### config.mk
export PLATFORM = sky130hd
export DESIGN_NAME = usf_serial_flags
export DESIGN_NICKNAME = d
export VERILOG_FILES = /design/src/usf_pkg.sv /design/src/usf_tick_if.sv /design/src/usf_count_div.sv /design/src/usf_baud_gen.sv /design/src/usf_serial_flags.sv
export VERILOG_INCLUDE_DIRS = /design/src
export SDC_FILE = /design/constraint.sdc
export NUM_CORES = 1
export LEC_CHECK = 0
export BUFFER_PORTS_ARGS = -buffer_cell sky130_fd_sc_hd__buf_2
export CAP_MARGIN = 20
export CORE_ASPECT_RATIO = 1.1
export CORE_MARGIN = 2
export CORE_UTILIZATION = 45
export DETAILED_ROUTE_END_ITERATION = 12
export PLACE_DENSITY = 0.7
export SYNTH_ARGS = -nofsm -noshare
export SYNTH_HDL_FRONTEND = slang
export SYNTH_SLANG_ARGS = --single-unit
### constraint.sdc
create_clock -name clk -period 3.3 [get_ports clk]
set_input_delay 0.825 -clock clk [delete_from_list [all_inputs] [get_ports clk]]
set_output_delay 0.825 -clock clk [all_outputs]
set_load 0.005 [all_outputs]
### src/usf_cfg.svh
// constants for the serial status flags and bit rate divider block
// Function
// - set tx empty on shift load and reset
// - set tx complete when shifter idle, line high
// - set rx full on receive transfer
// - idle after ten or eleven ones
// - no idle flag while receiver sleeps
// - idle rearmed only after rx full or receiver disable
// - overrun on transfer while rx full
// - noise with rx full, not on overrun
// - framing error with rx full, not overrun
// - framing error blocks further receive transfers
// - bit rate is clock/16/first/second factor
// - first factor codes 1,3,4,13
// - second factor is power of two
// - counter clear only in test mode
// - spi clock from sample or bus clock
// - test xor of clocks onto tx pin
// - clock test bit write-only in test mode
// - interrupt when flag and its enable set
// - receiver disabled inhibits receive flags
`ifndef USF_CFG_SVH
`define USF_CFG_SVH
`define USF_ADDR_STATUS 12'h000
`define USF_ADDR_BAUD 12'h004
`define USF_ADDR_CTRL 12'h008
`define USF_ADDR_DATA 12'h00C
`define USF_ST_TXE 7
`define USF_ST_TXC 6
`define USF_ST_RXF 5
`define USF_ST_IDLE 4
`define USF_ST_OVR 3
`define USF_ST_NOISE 2
`define USF_ST_FRM 1
`define USF_BD_CLR 7
`define USF_BD_SPI 6
`define USF_BD_TEST 3
`define USF_CT_TIE 7
`define USF_CT_TX_COMPLETE_IRQ_ENABLE 6
`define USF_CT_RIE 5
`define USF_CT_IDLE_IRQ_ENABLE 4
`define USF_CT_TE 3
`define USF_CT_RE 2
`define USF_CT_SLEEP 1
`define USF_CT_NINE 0
`define USF_RST_BAUD 8'h00
`define USF_RST_CTRL 8'h00
`define USF_RT_DIV 16
`define USF_IDLE_8 4'hA
`define USF_IDLE_9 4'hB
`endif

### src/usf_pkg.sv
// types shared by the serial flag block
`default_nettype none
package usf_pkg;
    typedef enum logic [2:0] {
        USF_IDLE_S = 3'b001,
        USF_SETUP_S = 3'b010,
        USF_ACCESS_S = 3'b100
    } usf_bus_e;
    typedef logic [7:0] usf_byte_t;
endpackage
`default_nettype wire

### src/usf_tick_if.sv
// carrier for divider ticks and controls between block modules
`default_nettype none
interface usf_tick_if;
    logic clr; // divider chain clear
    logic [1:0] first_sel; // first divider select
    logic [2:0] second_sel; // second divider select
    logic rt_tick; // sixteen times bit rate
    logic bit_tick; // one bit rate
    modport gen (input clr, input first_sel, input second_sel, output rt_tick, output bit_tick);
    modport use_side (output clr, output first_sel, output second_sel, input rt_tick, input bit_tick);
endinterface
`default_nettype wire

### src/usf_count_div.sv
// one modulo counter stage emitting an enable pulse
`default_nettype none
module usf_count_div (
    input wire logic clk,
    input wire logic sys_rst,
    input wire logic clr,
    input wire logic en,
    input wire logic [7:0] modulus,
    output logic tick
);
    logic [7:0] cnt_reg; // cycles seen so far
    wire wrap = en && (cnt_reg >= modulus - 8'h01); // last count of period
    // counter, cleared by reset or test clear
    always_ff @(posedge clk) begin
        if (sys_rst || clr) begin
            cnt_reg <= 8'h00;
        end else if (en) begin
            cnt_reg <= wrap ? 8'h00 : cnt_reg + 8'h01;
        end
    end
    assign tick = wrap;
endmodule // usf_count_div
`default_nettype wire

### src/usf_baud_gen.sv
// two stage prescaler and sixteen-times divider chain
`default_nettype none
`include "usf_cfg.svh"
module usf_baud_gen import usf_pkg::*; (
    input wire logic clk,
    input wire logic sys_rst,
    usf_tick_if.gen tk
);
    logic t1; // after first factor
    logic t2; // after second factor, the sample clock
    wire [7:0] m1 = (tk.first_sel == 2'h0) ? 8'h01 : (tk.first_sel == 2'h1) ? 8'h03 :
                    (tk.first_sel == 2'h2) ? 8'h04 : 8'h0D;
    wire [7:0] m2 = 8'h01 << tk.second_sel;
    // bus clock / first / second gives rt rate, then /16 gives bit rate
    usf_count_div u_s1 (.clk(clk), .sys_rst(sys_rst), .clr(tk.clr), .en(1'b1), .modulus(m1), .tick(t1));
    usf_count_div u_s2 (.clk(clk), .sys_rst(sys_rst), .clr(tk.clr), .en(t1), .modulus(m2), .tick(t2));
    usf_count_div u_s3 (.clk(clk), .sys_rst(sys_rst), .clr(tk.clr), .en(t2), .modulus(8'(`USF_RT_DIV)),
        .tick(tk.bit_tick));
    assign tk.rt_tick = t2;
endmodule // usf_baud_gen
`default_nettype wire

### src/usf_serial_flags.sv
// status flags, bit rate register and apb slave of the serial port
//
// The address map and the APB slave port were chosen for this implementation.
`default_nettype none
`include "usf_cfg.svh"
module usf_serial_flags import usf_pkg::*; (
    input wire logic clk,
    input wire logic sys_rst,
    input wire logic psel,
    input wire logic penable,
    input wire logic pwrite,
    input wire logic [11:0] paddr,
    input wire logic [31:0] pwdata,
    output logic [31:0] prdata,
    output logic pready,
    output logic pslverr,
    input wire logic test_mode,
    input wire logic tx_shift_load,
    input wire logic tx_shift_busy,
    input wire logic tx_data_pin,
    input wire logic rx_char_ready,
    input wire logic [7:0] rx_char,
    input wire logic rx_noise,
    input wire logic rx_stop_zero,
    input wire logic rx_line,
    output logic tx_pin,
    output logic tx_data_valid,
    output logic [7:0] tx_data,
    output logic rt_clk_en,
    output logic bit_clk_en,
    output logic spi_clk_en,
    output logic irq_req
);
    usf_tick_if tk (); // divider link
    usf_bus_e bus_reg; // apb phase tracker
    usf_byte_t baud_reg; // bit rate divider control
    usf_byte_t ctrl_reg; // enables and modes
    usf_byte_t rxd_reg; // receive data register
    logic txe_reg, txc_reg, rxf_reg, idle_reg, ovr_reg, noi_reg, frm_reg; // status flags
    logic idle_arm_reg; // idle may be set again
    logic [3:0] ones_reg; // consecutive ones counter
    logic st_seen_reg; // status was read, arms clears
    logic test_tgl_reg; // bit-rate square wave
    logic rt_tgl_reg; // sample-rate square wave

    usf_baud_gen u_baud (.clk(clk), .sys_rst(sys_rst), .tk(tk.gen));
    assign tk.first_sel = baud_reg[5:4];
    assign tk.second_sel = baud_reg[2:0];
    assign tk.clr = test_mode && baud_reg[`USF_BD_CLR];

    // apb decode
    wire setup = psel && !penable;
    wire acc = psel && penable && pready;
    wire wr = acc && pwrite;
    wire rd = acc && !pwrite;
    wire hit_st = paddr == `USF_ADDR_STATUS;
    wire hit_bd = paddr == `USF_ADDR_BAUD;
    wire hit_ct = paddr == `USF_ADDR_CTRL;
    wire hit_dt = paddr == `USF_ADDR_DATA;
    wire mapped = hit_st || hit_bd || hit_ct || hit_dt;
    wire rx_en = ctrl_reg[`USF_CT_RE];
    wire nine = ctrl_reg[`USF_CT_NINE];
    // clear sequences: status read then data access
    wire rx_clear = rd && hit_dt && st_seen_reg;
    wire tx_write = wr && hit_dt && st_seen_reg;
    // receive transfer allowed only with no overrun/framing pending
    wire rx_move = rx_en && rx_char_ready && !rxf_reg && !ovr_reg && !frm_reg;
    wire rx_over = rx_en && rx_char_ready && rxf_reg && !ovr_reg;
    wire [3:0] idle_need = nine ? `USF_IDLE_9 : `USF_IDLE_8;
    wire idle_hit = rx_en && (ones_reg == idle_need) && bit_clk_en;
    wire idle_set = idle_hit && idle_arm_reg && !ctrl_reg[`USF_CT_SLEEP];
    wire [7:0] status_byte = {txe_reg, txc_reg, rxf_reg, idle_reg, ovr_reg, noi_reg, frm_reg, 1'b0};
    // clear and test bits read back as zero
    wire [7:0] baud_rd = baud_reg & 8'h77;
    wire [7:0] rd_mux = hit_st ? status_byte : hit_bd ? baud_rd : hit_ct ? ctrl_reg : hit_dt ? rxd_reg : 8'h00;
    wire irq_next = (ctrl_reg[`USF_CT_TIE] && txe_reg) || (ctrl_reg[`USF_CT_TX_COMPLETE_IRQ_ENABLE] && txc_reg) ||
                    (ctrl_reg[`USF_CT_RIE] && (rxf_reg || ovr_reg)) ||
                    (ctrl_reg[`USF_CT_IDLE_IRQ_ENABLE] && idle_reg);
    wire test_out = test_tgl_reg ^ rt_tgl_reg;
    wire line_next = (test_mode && baud_reg[`USF_BD_TEST]) ? test_out : (txc_reg ? 1'b1 : tx_data_pin);

    // apb phase; one wait state so every answer comes from a register
    always_ff @(posedge clk) begin
        if (sys_rst) begin
            bus_reg <= USF_IDLE_S;
            pready <= 1'b0;
        end else begin
            case (bus_reg)
                USF_IDLE_S: begin
                    if (setup) begin
                        bus_reg <= USF_SETUP_S;
                    end
                    pready <= 1'b0;
                end
                USF_SETUP_S: begin
                    bus_reg <= USF_ACCESS_S;
                    pready <= 1'b1;
                end
                USF_ACCESS_S: begin
                    bus_reg <= USF_IDLE_S;
                    pready <= 1'b0;
                end
                default: begin
                    bus_reg <= USF_IDLE_S;
                    pready <= 1'b0;
                end
            endcase
        end
    end

    // read data and error captured with pready
    always_ff @(posedge clk) begin
        if (sys_rst) begin
            prdata <= 32'h00000000;
            pslverr <= 1'b0;
        end else begin
            prdata <= {24'h000000, rd_mux};
            pslverr <= (bus_reg == USF_SETUP_S) && !mapped;
        end
    end

    // software registers; test bits forced low outside test mode
    always_ff @(posedge clk) begin
        if (sys_rst) begin
            baud_reg <= `USF_RST_BAUD;
            ctrl_reg <= `USF_RST_CTRL;
        end else begin
            if (wr && hit_bd) begin
                baud_reg <= pwdata[7:0] & (test_mode ? 8'hFF : 8'h77);
            end else begin
                baud_reg[`USF_BD_CLR] <= 1'b0; // clear is a one-shot
                if (!test_mode) begin
                    baud_reg[`USF_BD_TEST] <= 1'b0;
                end
            end
            if (wr && hit_ct) begin
                ctrl_reg <= pwdata[7:0];
            end
        end
    end

    // status read arms the following data access
    always_ff @(posedge clk) begin
        if (sys_rst) begin
            st_seen_reg <= 1'b0;
        end else if (rd && hit_st) begin
            st_seen_reg <= 1'b1;
        end else if (acc && hit_dt) begin
            st_seen_reg <= 1'b0;
        end
    end

    // transmit flags; hardware set wins over software clear for tx empty, a data write wins for tx complete
    always_ff @(posedge clk) begin
        if (sys_rst) begin
            txe_reg <= 1'b1;
            txc_reg <= 1'b1;
            tx_data_valid <= 1'b0;
            tx_data <= 8'h00;
        end else begin
            if (tx_shift_load) begin
                txe_reg <= 1'b1;
                tx_data_valid <= 1'b0;
            end else if (tx_write) begin
                txe_reg <= 1'b0;
                tx_data_valid <= 1'b1;
            end
            if (tx_write) begin
                tx_data <= pwdata[7:0];
            end
            // complete when shifter empty and nothing queued
            if (!tx_shift_busy && !tx_data_valid && !tx_write) begin
                txc_reg <= 1'b1;
            end else if (tx_write || tx_shift_busy) begin
                txc_reg <= 1'b0;
            end
        end
    end

    // receive flags and data register
    always_ff @(posedge clk) begin
        if (sys_rst || !rx_en) begin
            rxf_reg <= 1'b0;
            ovr_reg <= 1'b0;
            noi_reg <= 1'b0;
            frm_reg <= 1'b0;
            idle_reg <= 1'b0;
            idle_arm_reg <= 1'b1;
            rxd_reg <= 8'h00;
        end else begin
            if (rx_move) begin
                rxf_reg <= 1'b1;
                noi_reg <= rx_noise;
                frm_reg <= rx_stop_zero;
                rxd_reg <= rx_char;
                idle_arm_reg <= 1'b1;
            end else if (rx_clear) begin
                rxf_reg <= 1'b0;
                noi_reg <= 1'b0;
                frm_reg <= 1'b0;
            end
            if (rx_over) begin
                ovr_reg <= 1'b1;
            end else if (rx_clear) begin
                ovr_reg <= 1'b0;
            end
            if (idle_set) begin
                idle_reg <= 1'b1;
                idle_arm_reg <= 1'b0;
            end else if (rx_clear) begin
                idle_reg <= 1'b0;
            end
        end
    end

    // consecutive ones on the line, counted per bit time
    always_ff @(posedge clk) begin
        if (sys_rst || !rx_line) begin
            ones_reg <= 4'h0;
        end else if (bit_clk_en && ones_reg != 4'hF) begin
            ones_reg <= ones_reg + 4'h1;
        end
    end

    // square waves of bit and sample rate for the test output
    always_ff @(posedge clk) begin
        if (sys_rst || tk.clr) begin
            test_tgl_reg <= 1'b0;
            rt_tgl_reg <= 1'b0;
        end else begin
            if (tk.bit_tick) begin
                test_tgl_reg <= !test_tgl_reg;
            end
            if (tk.rt_tick) begin
                rt_tgl_reg <= !rt_tgl_reg;
            end
        end
    end

    // registered outputs; spi source chosen by select bit
    always_ff @(posedge clk) begin
        if (sys_rst) begin
            tx_pin <= 1'b1;
            rt_clk_en <= 1'b0;
            bit_clk_en <= 1'b0;
            spi_clk_en <= 1'b0;
            irq_req <= 1'b0;
        end else begin
            tx_pin <= line_next;
            rt_clk_en <= tk.rt_tick;
            bit_clk_en <= tk.bit_tick;
            spi_clk_en <= baud_reg[`USF_BD_SPI] ? tk.rt_tick : 1'b1;
            irq_req <= irq_next;
        end
    end
endmodule // usf_serial_flags
`default_nettype wire

==> impl_metrics.yaml, run 1 <==
synthesis:
  synth_ff_type: "dfxtp_1"
  synth_cell_types: 55
  syn_area_um2: 4170
  syn_area_per_cell_um2: 9.48
  ys_warn_count: 0
  synth_edf_count: 0
  seq_area_frac_synth_pct: 43.2
  netlist_instances: 440
  async_reset_ff_share_pct: 0
  synth_seq_cells: 90
finish:
  syn_to_final_growth_pct: 12.2
  fillers: 833
  layout_common_cells: "dfxtp_1, buf_2, nor2_1, nand2_1, mux2i_1"
  nets: 591
  mostFrequentLayoutCell: "dfxtp_1"
  stdcell_count: 627
  n_antenna_cell: 0
  drive_gt1_share_pct: 21.2
global_routing:
  antenna_found_initial: 0
  grt_pass1_vias: 3085
  grt_pass1_wl_mm: 14.8
  grt_overflow: 0
  gr-usage-all-layers_pct: 18.8
  grt_max_degree: 28
power_and_ir_drop:
  power_switching_share_pct: 25.6
  p_leak_nw: 1.96
  design_power_total_mw: 1.90
  p_sw_mw: 0.487
  p_comb_share_pct: 5.7
  intPower_mw: 1.42
  powerDensity_nw_per_um2: 407
  p_clk_share_pct: 36.3
  ir_drop_uv: 213
  power.share.sequential_pct: 57.9
sta:
  fin_skew_ps: 10.6
  fmax_mhz: 404
  maxSlewHeadroom_pct: 49.9
  layout_setup_ws_ps: 827
  fin_crit_ps: 2470
  setup_violations: 0
  rsz0062_at_grt: "false"
  hold_viol: 0
  tns_ps: 0
  worst_pin_slew_ps: 746
  period_share_pct: 74.9
  slew_viol_final: 0
clocking:
  cts_num_sinks: 90
  cts_buffers: 9
  cts_tree: "done"
  insertion_delay_ps: 370
  htree_num_levels: 3
  cts_setup_buffers: 0
  ctsHoldBuffers: 0
  cts_resized: 0
  cts_root_buf: "clkbuf_8"
  clk_pin_slew_ps: 90
  cts_buffer_depth: 2
routing:
  dr.pass1.iters: 5
  routed_wirelength_mm: 8.84
  ant_nets: 0
  via_per_inst: 5.32
  wire_per_inst_um: 14.1
  drtIter0Drc: 128
  drc: 0
  via_count: 3337
floorplan:
  io_pins: 113
  die_area_um2: 10100
  dieWidth_um: 95.8
  coreArea_um2: 8920
  initial_core_util_pct: 46.8
  rows: 36
  die_y_um: 105
run:
  cap_violations: 0
placement:
  gp_congestion: 0.877
  post-dp-hpwl_mm: 6.63
  port_buffers: 64
  place_inst: 611
  pre_cts_ws_ps: 570
worst_setup_path:
  critPathLaunchType: "register"
  crit_chain: "or3_1 -> ha_1 -> nand2b_1 -> a31oi_1 -> o311a_1 -> o21ai_1 -> a21oi_1"
  slowest_stage: "o21ai_1"
  critPathMaxStageDelay_ps: 530
  worstPathArrival_ps: 2700
  cp-end-kind: "register"
  cp.required_ps: 3530
  path_max_fanout: 12
  critical_path_class: "reg -> reg"
run_status:
  outcome: "completed"
worst_hold_path:
  hold_class: "reg -> reg"
kinds of logic (layout without fill, tap and decap cells):
kind of cell,after synthesis,after routing,share of synthesized area [%]
AND/OR/NAND/NOR,156,156,20.5
flip-flops,90,90,43.2
AO/OA/AOI/OAI,79,79,12.5
buffers and inverters,51,98,7.71
multiplexers,35,35,8.70
adder cells (fa/ha/maj),18,18,5.40
XOR/XNOR,9,9,1.89
other,2,28,0.180
critical path: cells and delay by family, from the launching register on:
family | cells | cell delay [ps]
compound gates | 4 | 1180
flops | 1 | 400
fa+ha+maj | 1 | 270
simple gates | 2 | 470
metrics by stage:
step,hold slack (ps),area [µm²],utilization [%]
2_1_floorplan,421,4270,-
3_3_place_gp,430,4500,50.5
3_5_place_dp,446,4500,50.5
4_1_cts,461,4680,52.5
5_1_grt,473,4680,52.5
6_report,459,4680,52.5
cells in the mapped netlist, types with 2 or more instances:
master,number,area share (%)
mux2i_1,34,8.2
nor4_1,2,0.30
o311ai_0,3,0.63
a211oi_1,2,0.36
nor2_1,53,4.8
and3_1,2,0.30
a211o_1,4,0.84
a21oi_1,26,3.1
xnor2_1,4,0.84
nand2b_1,3,0.45
or2_2,2,0.30
ha_1,18,5.4
o31ai_1,3,0.54
dfxtp_1,90,43
o22a_2,4,0.96
nand4_1,7,1.0
buf_6,3,0.81
a31oi_1,7,1.0
conb_1,2,0.18
inv_1,11,0.99
nor4b_1,2,0.42
and2_1,3,0.45
a21o_1,2,0.36
nand2_1,34,3.1
o21ai_0,16,1.9
nor3_1,4,0.48
or3_1,7,1.0
buf_4,26,4.7
nor2b_1,3,0.45
nor4_4,4,2.0
or4_1,7,1.3
nand3_1,15,1.8
o221a_2,2,0.54
clkbuf_1,10,0.90
xor2_1,5,1.0
path summary, 6_finish.rpt:
kind,cells past startpoint,start,slack (ps),end
max,7,baud_reg[1]$_SDFFE_PP0P_,830,u_baud.u_s2.cnt_reg[5]$_SDFFE_PP0P_
min,1,bus_reg[0]$_SDFFE_PP1P_,460,bus_reg[2]$_SDFFE_PP0P_
max reg2reg,7,baud_reg[1]$_SDFFE_PP0P_,830,u_baud.u_s2.cnt_reg[5]$_SDFFE_PP0P_
min reg2reg,1,bus_reg[0]$_SDFFE_PP1P_,460,bus_reg[2]$_SDFFE_PP0P_
power by group through the flow:
stage / clock [mW] / combinational (mW) / sequential [mW]
after floorplan: 0 / 0.0851 / 1.13
after global placement: 0 / 0.106 / 1.13
after detailed placement: 0 / 0.109 / 1.13
after CTS: 0.703 / 0.109 / 1.10
after global routing: 0.756 / 0.125 / 1.11
final: 0.692 / 0.109 / 1.10
metal layers:
layer,up-vias,GRT usage (%),share of wire [%]
li1,1668,-,-
met3,8,3.68,6.3
met5,-,0,0
met1,1548,24.7,43
met4,0,5.82,1.2
met2,113,30.8,49
cell type report:
type	instances	area [µm²]	share of cell area, %
clock buffers	9	124	2.65
clock inverters	7	53.8	1.15
inverters	11	41.3	0.882
multi-input cells	325	2150	45.8
flip-flops and latches	90	1800	38.5
well taps	114	143	3.05
repair buffers	71	373	7.96
No activity file was read; power rests on OpenSTA's default activity.
==> run 2, diff against run 1 <==
==> constraint.sdc (replaced) <==
create_clock -name clk -period 2.6 [get_ports clk]
set_input_delay 0.65 -clock clk [delete_from_list [all_inputs] [get_ports clk]]
set_output_delay 0.65 -clock clk [all_outputs]
set_load 0.005 [all_outputs]
==> run 2 against run 1 <==
Against the previous run: critical path depth unchanged; critical path type unchanged; final cell count grew 0.96%; largest power group unchanged; clock skew up 2.3 ps; routed wire length rose by 1.2%; final area increased by 1.6%; non-clock buffer count up 6; largest cell class unchanged.
==> impl_metrics.yaml, run 2 (synthesis results as in run 1) <==
global_routing:
  grt_pass1_vias: 3211
  met2_usage_pct: 31.9
  grt_pass1_wl_mm: 14.8
  top_usage_layer: "met2"
  antenna_found_initial: 0
  grtUsageMet3_pct: 2.96
  met1_usage_pct: 22.9
  gr-usage-all-layers_pct: 18.7
  grt_overflow: 0
  grt_max_degree: 30
placement:
  post-dp-hpwl_mm: 6.85
  port_buffers: 64
  place_inst: 617
  placedInstanceArea_um2: 4550
  pre_cts_ws_ps: 74.6
  gp_congestion: 0.830
routing:
  via_count: 3354
  via_per_inst: 5.30
  ant_nets: 0
  wire_per_inst_um: 14.1
  drc: 0
  routed_wirelength_mm: 8.95
  dr.pass1.iters: 4
  drtIter0Drc: 111
sta:
  period_share_pct: 91.2
  rsz0062_at_grt: "false"
  slew_viol_final: 0
  setup_violations: 0
  hold_viol: 0
  fin_skew_ps: 12.9
  worst_pin_slew_ps: 651
  fmax_mhz: 422
  fin_crit_ps: 2370
  layout_setup_ws_ps: 228
  tns_ps: 0
  maxSlewHeadroom_pct: 56.4
floorplan:
  die_area_um2: 10100
  rows: 36
  initial_core_util_pct: 46.8
  io_pins: 113
  die_y_um: 105
  coreArea_um2: 8920
  dieWidth_um: 95.8
worst_setup_path:
  critPathLaunchType: "register"
  critical_path_class: "reg -> reg"
  path_max_fanout: 8
  worstPathArrival_ps: 2620
  path_delay_family: "compound AO/OA/AOI/OAI gates"
  crit_chain: "or3_1 -> ha_1 -> nand2b_1 -> a31oi_1 -> o311ai_1 -> nand2_1 -> o221a_2"
  cp.required_ps: 2850
  critPathMaxStageDelay_ps: 400
  crit_buf_inv: 0
  cp-end-kind: "register"
  slowest_stage: "or3_1"
finish:
  nets: 597
  stdcell_count: 633
  n_antenna_cell: 0
  final_util_pct: 53.3
  postLayoutCellArea_um2: 4760
  drive_gt1_share_pct: 22.5
  mostFrequentLayoutCell: "dfxtp_1"
  fillers: 834
  layout_common_cells: "dfxtp_1, buf_2, nor2_1, nand2_1, mux2i_1"
  syn_to_final_growth_pct: 14.0
run:
  cap_violations: 0
clocking:
  cts_root_buf: "clkbuf_8"
  cts_buffers: 9
  cts_tree: "done"
  cts_num_sinks: 90
  ctsHoldBuffers: 0
  cts_buffer_depth: 2
  insertion_delay_ps: 360
  cts_setup_buffers: 0
  clk_pin_slew_ps: 90
  htree_num_levels: 3
worst_hold_path:
  hold_class: "reg -> reg"
power_and_ir_drop:
  powerDensity_nw_per_um2: 528
  p_leak_nw: 2.01
  ir_drop_uv: 280
run_status:
  outcome: "completed"
==> run 2: path summary, 6_finish.rpt <==
check | startpoint | to | slack (ps) | cells after the start
min | rxd_reg[7]$_SDFFE_PP0P_ | rxd_reg[7]$_SDFFE_PP0P_ | 460 | 2
min reg2reg | rxd_reg[7]$_SDFFE_PP0P_ | rxd_reg[7]$_SDFFE_PP0P_ | 460 | 2
max reg2reg | baud_reg[0]$_SDFFE_PP0P_ | u_baud.u_s3.cnt_reg[5]$_SDFFE_PP0N_ | 230 | 7
max | baud_reg[0]$_SDFFE_PP0P_ | u_baud.u_s3.cnt_reg[5]$_SDFFE_PP0N_ | 230 | 7
==> run 2: layout make-up <==
class | instances | area, µm² | share of cell area [%]
Clock buffer | 10 | 138 | 2.89
Multi-Input combinational cell | 325 | 2150 | 45.2
Timing Repair Buffer | 77 | 418 | 8.78
Tap cell | 114 | 143 | 3.00
Sequential cell | 90 | 1800 | 37.9
Clock inverter | 6 | 65.1 | 1.37
Inverter | 11 | 41.3 | 0.868
==> run 2: metrics by stage <==
stage | power [mW] | hold slack [ps]
2_1_floorplan | 1.54 | 421
3_3_place_gp | 1.57 | 431
3_5_place_dp | 1.57 | 449
4_1_cts | 2.53 | 463
5_1_grt | 2.60 | 489
6_report | 2.51 | 464
==> run 2: power breakdown <==
group	internal [mW]	switching, mW
clock	0.472	0.499
sequential	1.39	0.00958
combinational	0.0556	0.0836
==> run 2: per-layer routing <==
metal | up-vias | share of wire (%)
met2 | 96 | 49
met4 | 0 | 2.2
li1 | 1667 | -
met3 | 17 | 5.3
met5 | - | 0
met1 | 1574 | 43
==> run 2: tightest hold or removal path, stage by stage, from the launching register on <==
cell,delay [ps]
dfxtp_1,320
nand2_1,50
a21oi_1,50
==> run 2: timing repair <==
item                       in CTS  in global routing
resized for setup               0                  4
hold endpoints to repair        0                  0
setup endpoints to repair       0                 10
==> run 3, diff against run 2 <==
--- a/config.mk
+++ b/config.mk
@@ -12,7 +12,7 @@
 export CORE_MARGIN = 2
 export CORE_UTILIZATION = 45
 export DETAILED_ROUTE_END_ITERATION = 12
-export PLACE_DENSITY = 0.7
+export PLACE_DENSITY = 0.68
 export SYNTH_ARGS = -nofsm -noshare
 export SYNTH_HDL_FRONTEND = slang
 export SYNTH_SLANG_ARGS = --single-unit
==> run 3 against run 2 <==
Against the previous run: utilization barely moved; final cell count down 0.63%; fmax fell by 3.2%; clock skew is 0.90 ps higher; critical path depth grew 1; routed wire length is 0.35% higher; first-iteration DRC count rose by 7.2%; register-to-register slack got worse by 80 ps; die area unchanged; sequential cell count unchanged; total power grew 3.8%; critical path type unchanged; critical endpoint unchanged.
==> impl_metrics.yaml, run 3 (synthesis results as in run 1) <==
finish:
  drive_gt1_share_pct: 21.7
  n_antenna_cell: 0
  layout_common_cells: "dfxtp_1, buf_2, nor2_1, nand2_1, mux2i_1"
  syn_to_final_growth_pct: 14.1
  multiInputGateArea_um2: 2150
  fillers: 845
  mostFrequentLayoutCell: "dfxtp_1"
  layout.area.seq_um2: 1800
  nets: 593
  postLayoutCellArea_um2: 4760
worst_setup_path:
  crit_chain: "or3_1 -> ha_1 -> nand2b_1 -> a31oi_1 -> o311ai_0 -> buf_4 -> nand2_1 -> o221a_2"
  path_max_fanout: 8
  path_delay_family: "compound AO/OA/AOI/OAI gates"
  crit_buf_inv: 1
  critical_path_class: "reg -> reg"
  r2r_end: "u_baud.u_s3.cnt_reg[5]$_SDFFE_PP0N_"
  worstPathArrival_ps: 2700
  ff2ff_setup_slack_ps: 150
  cp.required_ps: 2850
  reg2reg_from: "baud_reg[1]$_SDFFE_PP0P_"
  critPathMaxStageDelay_ps: 410
  rr_worst_depth: 8
  critPathLaunchType: "register"
  cp-end-kind: "register"
  slowest_stage: "dfxtp_1"
worst_hold_path:
  hp-start: "rxd_reg[0]$_SDFFE_PP0P_"
  hold_class: "reg -> reg"
  min_path_cells: 2
  worstHoldEndpoint: "rxd_reg[0]$_SDFFE_PP0P_"
sta:
  tns_ps: 0
  setup_violations: 0
  fin_crit_ps: 2450
  maxSlewHeadroom_pct: 58.7
  fin_skew_ps: 13.8
  fmax_mhz: 408
  worst_pin_slew_ps: 616
  slew_viol_final: 0
  period_share_pct: 94.3
  rsz0062_at_grt: "false"
  whs_ps: 463
  hold_viol: 0
global_routing:
  grt_pass1_wl_mm: 14.7
  grt_overflow: 0
  gr-usage-all-layers_pct: 18.4
  grt_pass1_vias: 3119
  antenna_found_initial: 0
  grt_max_degree: 29
routing:
  routed_wirelength_mm: 8.99
  wire_per_inst_um: 14.3
  via_per_inst: 5.30
  drtIter0Drc: 119
  dr.pass1.iters: 4
  drc: 0
  ant_nets: 0
  via_count: 3334
clocking:
  ctsHoldBuffers: 0
  cts_root_buf: "clkbuf_8"
  insertion_delay_ps: 360
  cts_buffer_depth: 2
  htree_num_levels: 3
  cts_tree: "done"
  cts_buffers: 9
  cts_num_sinks: 90
  clk_pin_slew_ps: 90
run:
  cap_violations: 0
floorplan:
  die_y_um: 105
  initial_core_util_pct: 46.8
  coreArea_um2: 8920
  die_area_um2: 10100
  io_pins: 113
  rows: 36
  dieWidth_um: 95.8
run_status:
  outcome: "completed"
power_and_ir_drop:
  ir_drop_uv: 272
  powerDensity_nw_per_um2: 548
  p_leak_nw: 1.99
placement:
  port_buffers: 64
  gp_congestion: 0.863
  post-dp-hpwl_mm: 6.76
  placedInstanceArea_um2: 4530
[run 3: cell types whose count changed in the layout (fill, tap and decap cells not counted), sizes merged]
cell,before,now
buf,77,73
clkinv,3,1
bufinv,1,2
clkbuf,10,9
clkinvlp,1,2
inv,12,13
[run 3: worst register-to-register path, cell delays in order, from the launching register on]
cell and delay (ps):
dfxtp_1 410, or3_1 390, ha_1 280, nand2b_1 90
a31oi_1 110, o311ai_0 350, buf_4 200, nand2_1 190
o221a_2 330
[run 3: worst max-delay path by stage]
| stage | startpoint | to | slack, ps | cells after the start |
|---|---|---|---|---|
| after floorplan | baud_reg[2]$_SDFFE_PP0P_ | u_baud.u_s3.cnt_reg[5]$_SDFFE_PP0N_ | 240 | 8 |
| after global placement | baud_reg[1]$_SDFFE_PP0P_ | u_baud.u_s3.cnt_reg[5]$_SDFFE_PP0N_ | 200 | 8 |
| after detailed placement | baud_reg[4]$_SDFFE_PP0P_ | u_baud.u_s2.cnt_reg[7]$_SDFFE_PP0P_ | 120 | 9 |
| after CTS | baud_reg[4]$_SDFFE_PP0P_ | u_baud.u_s2.cnt_reg[7]$_SDFFE_PP0P_ | 100 | 9 |
| after global routing | baud_reg[1]$_SDFFE_PP0P_ | u_baud.u_s3.cnt_reg[5]$_SDFFE_PP0N_ | 20 | 8 |
| final | baud_reg[1]$_SDFFE_PP0P_ | u_baud.u_s3.cnt_reg[5]$_SDFFE_PP0N_ | 150 | 8 |
[run 3: power by group]
group	switching, mW	internal (mW)	leakage [nW]
clock	0.517	0.550	0.106
sequential	0.00983	1.39	0.728
combinational	0.0837	0.0554	1.16
total	0.611	2.00	1.99
[run 3: cell type report]
cell class,instances,share of cell area [%]
multi-input cells,325,45.1
clock buffers,9,2.60
well taps,114,3.00
flip-flops and latches,90,37.9
repair buffers,73,8.41
clock inverters,7,2.13
inverters,11,0.868
[run 3: repair_timing]
action	4_1_cts	5_1_grt
setup endpoints to repair	0	7
setup buffers	0	0
resized for setup	0	2
[run 3: per-layer routing]
layer  track usage [%]  vias up  routed length, µm
met4              6.73        0                144
met5                 0        -                  0
li1                  -     1663                  -
met1              24.5     1566               4040
met3              2.74       14                380
met2              29.8       91               4420
[run 3: per-stage QoR]
step                      cells  util [%]  total power [mW]  worst slack [ps]
final                       629      53.4              2.61               149
after global routing        629      53.4              2.71              22.9
after CTS                   629      53.3              2.62              96.2
after detailed placement    613      50.8              1.57               117
after global placement      613      50.8              1.57               195
after floorplan             466         -              1.54               238
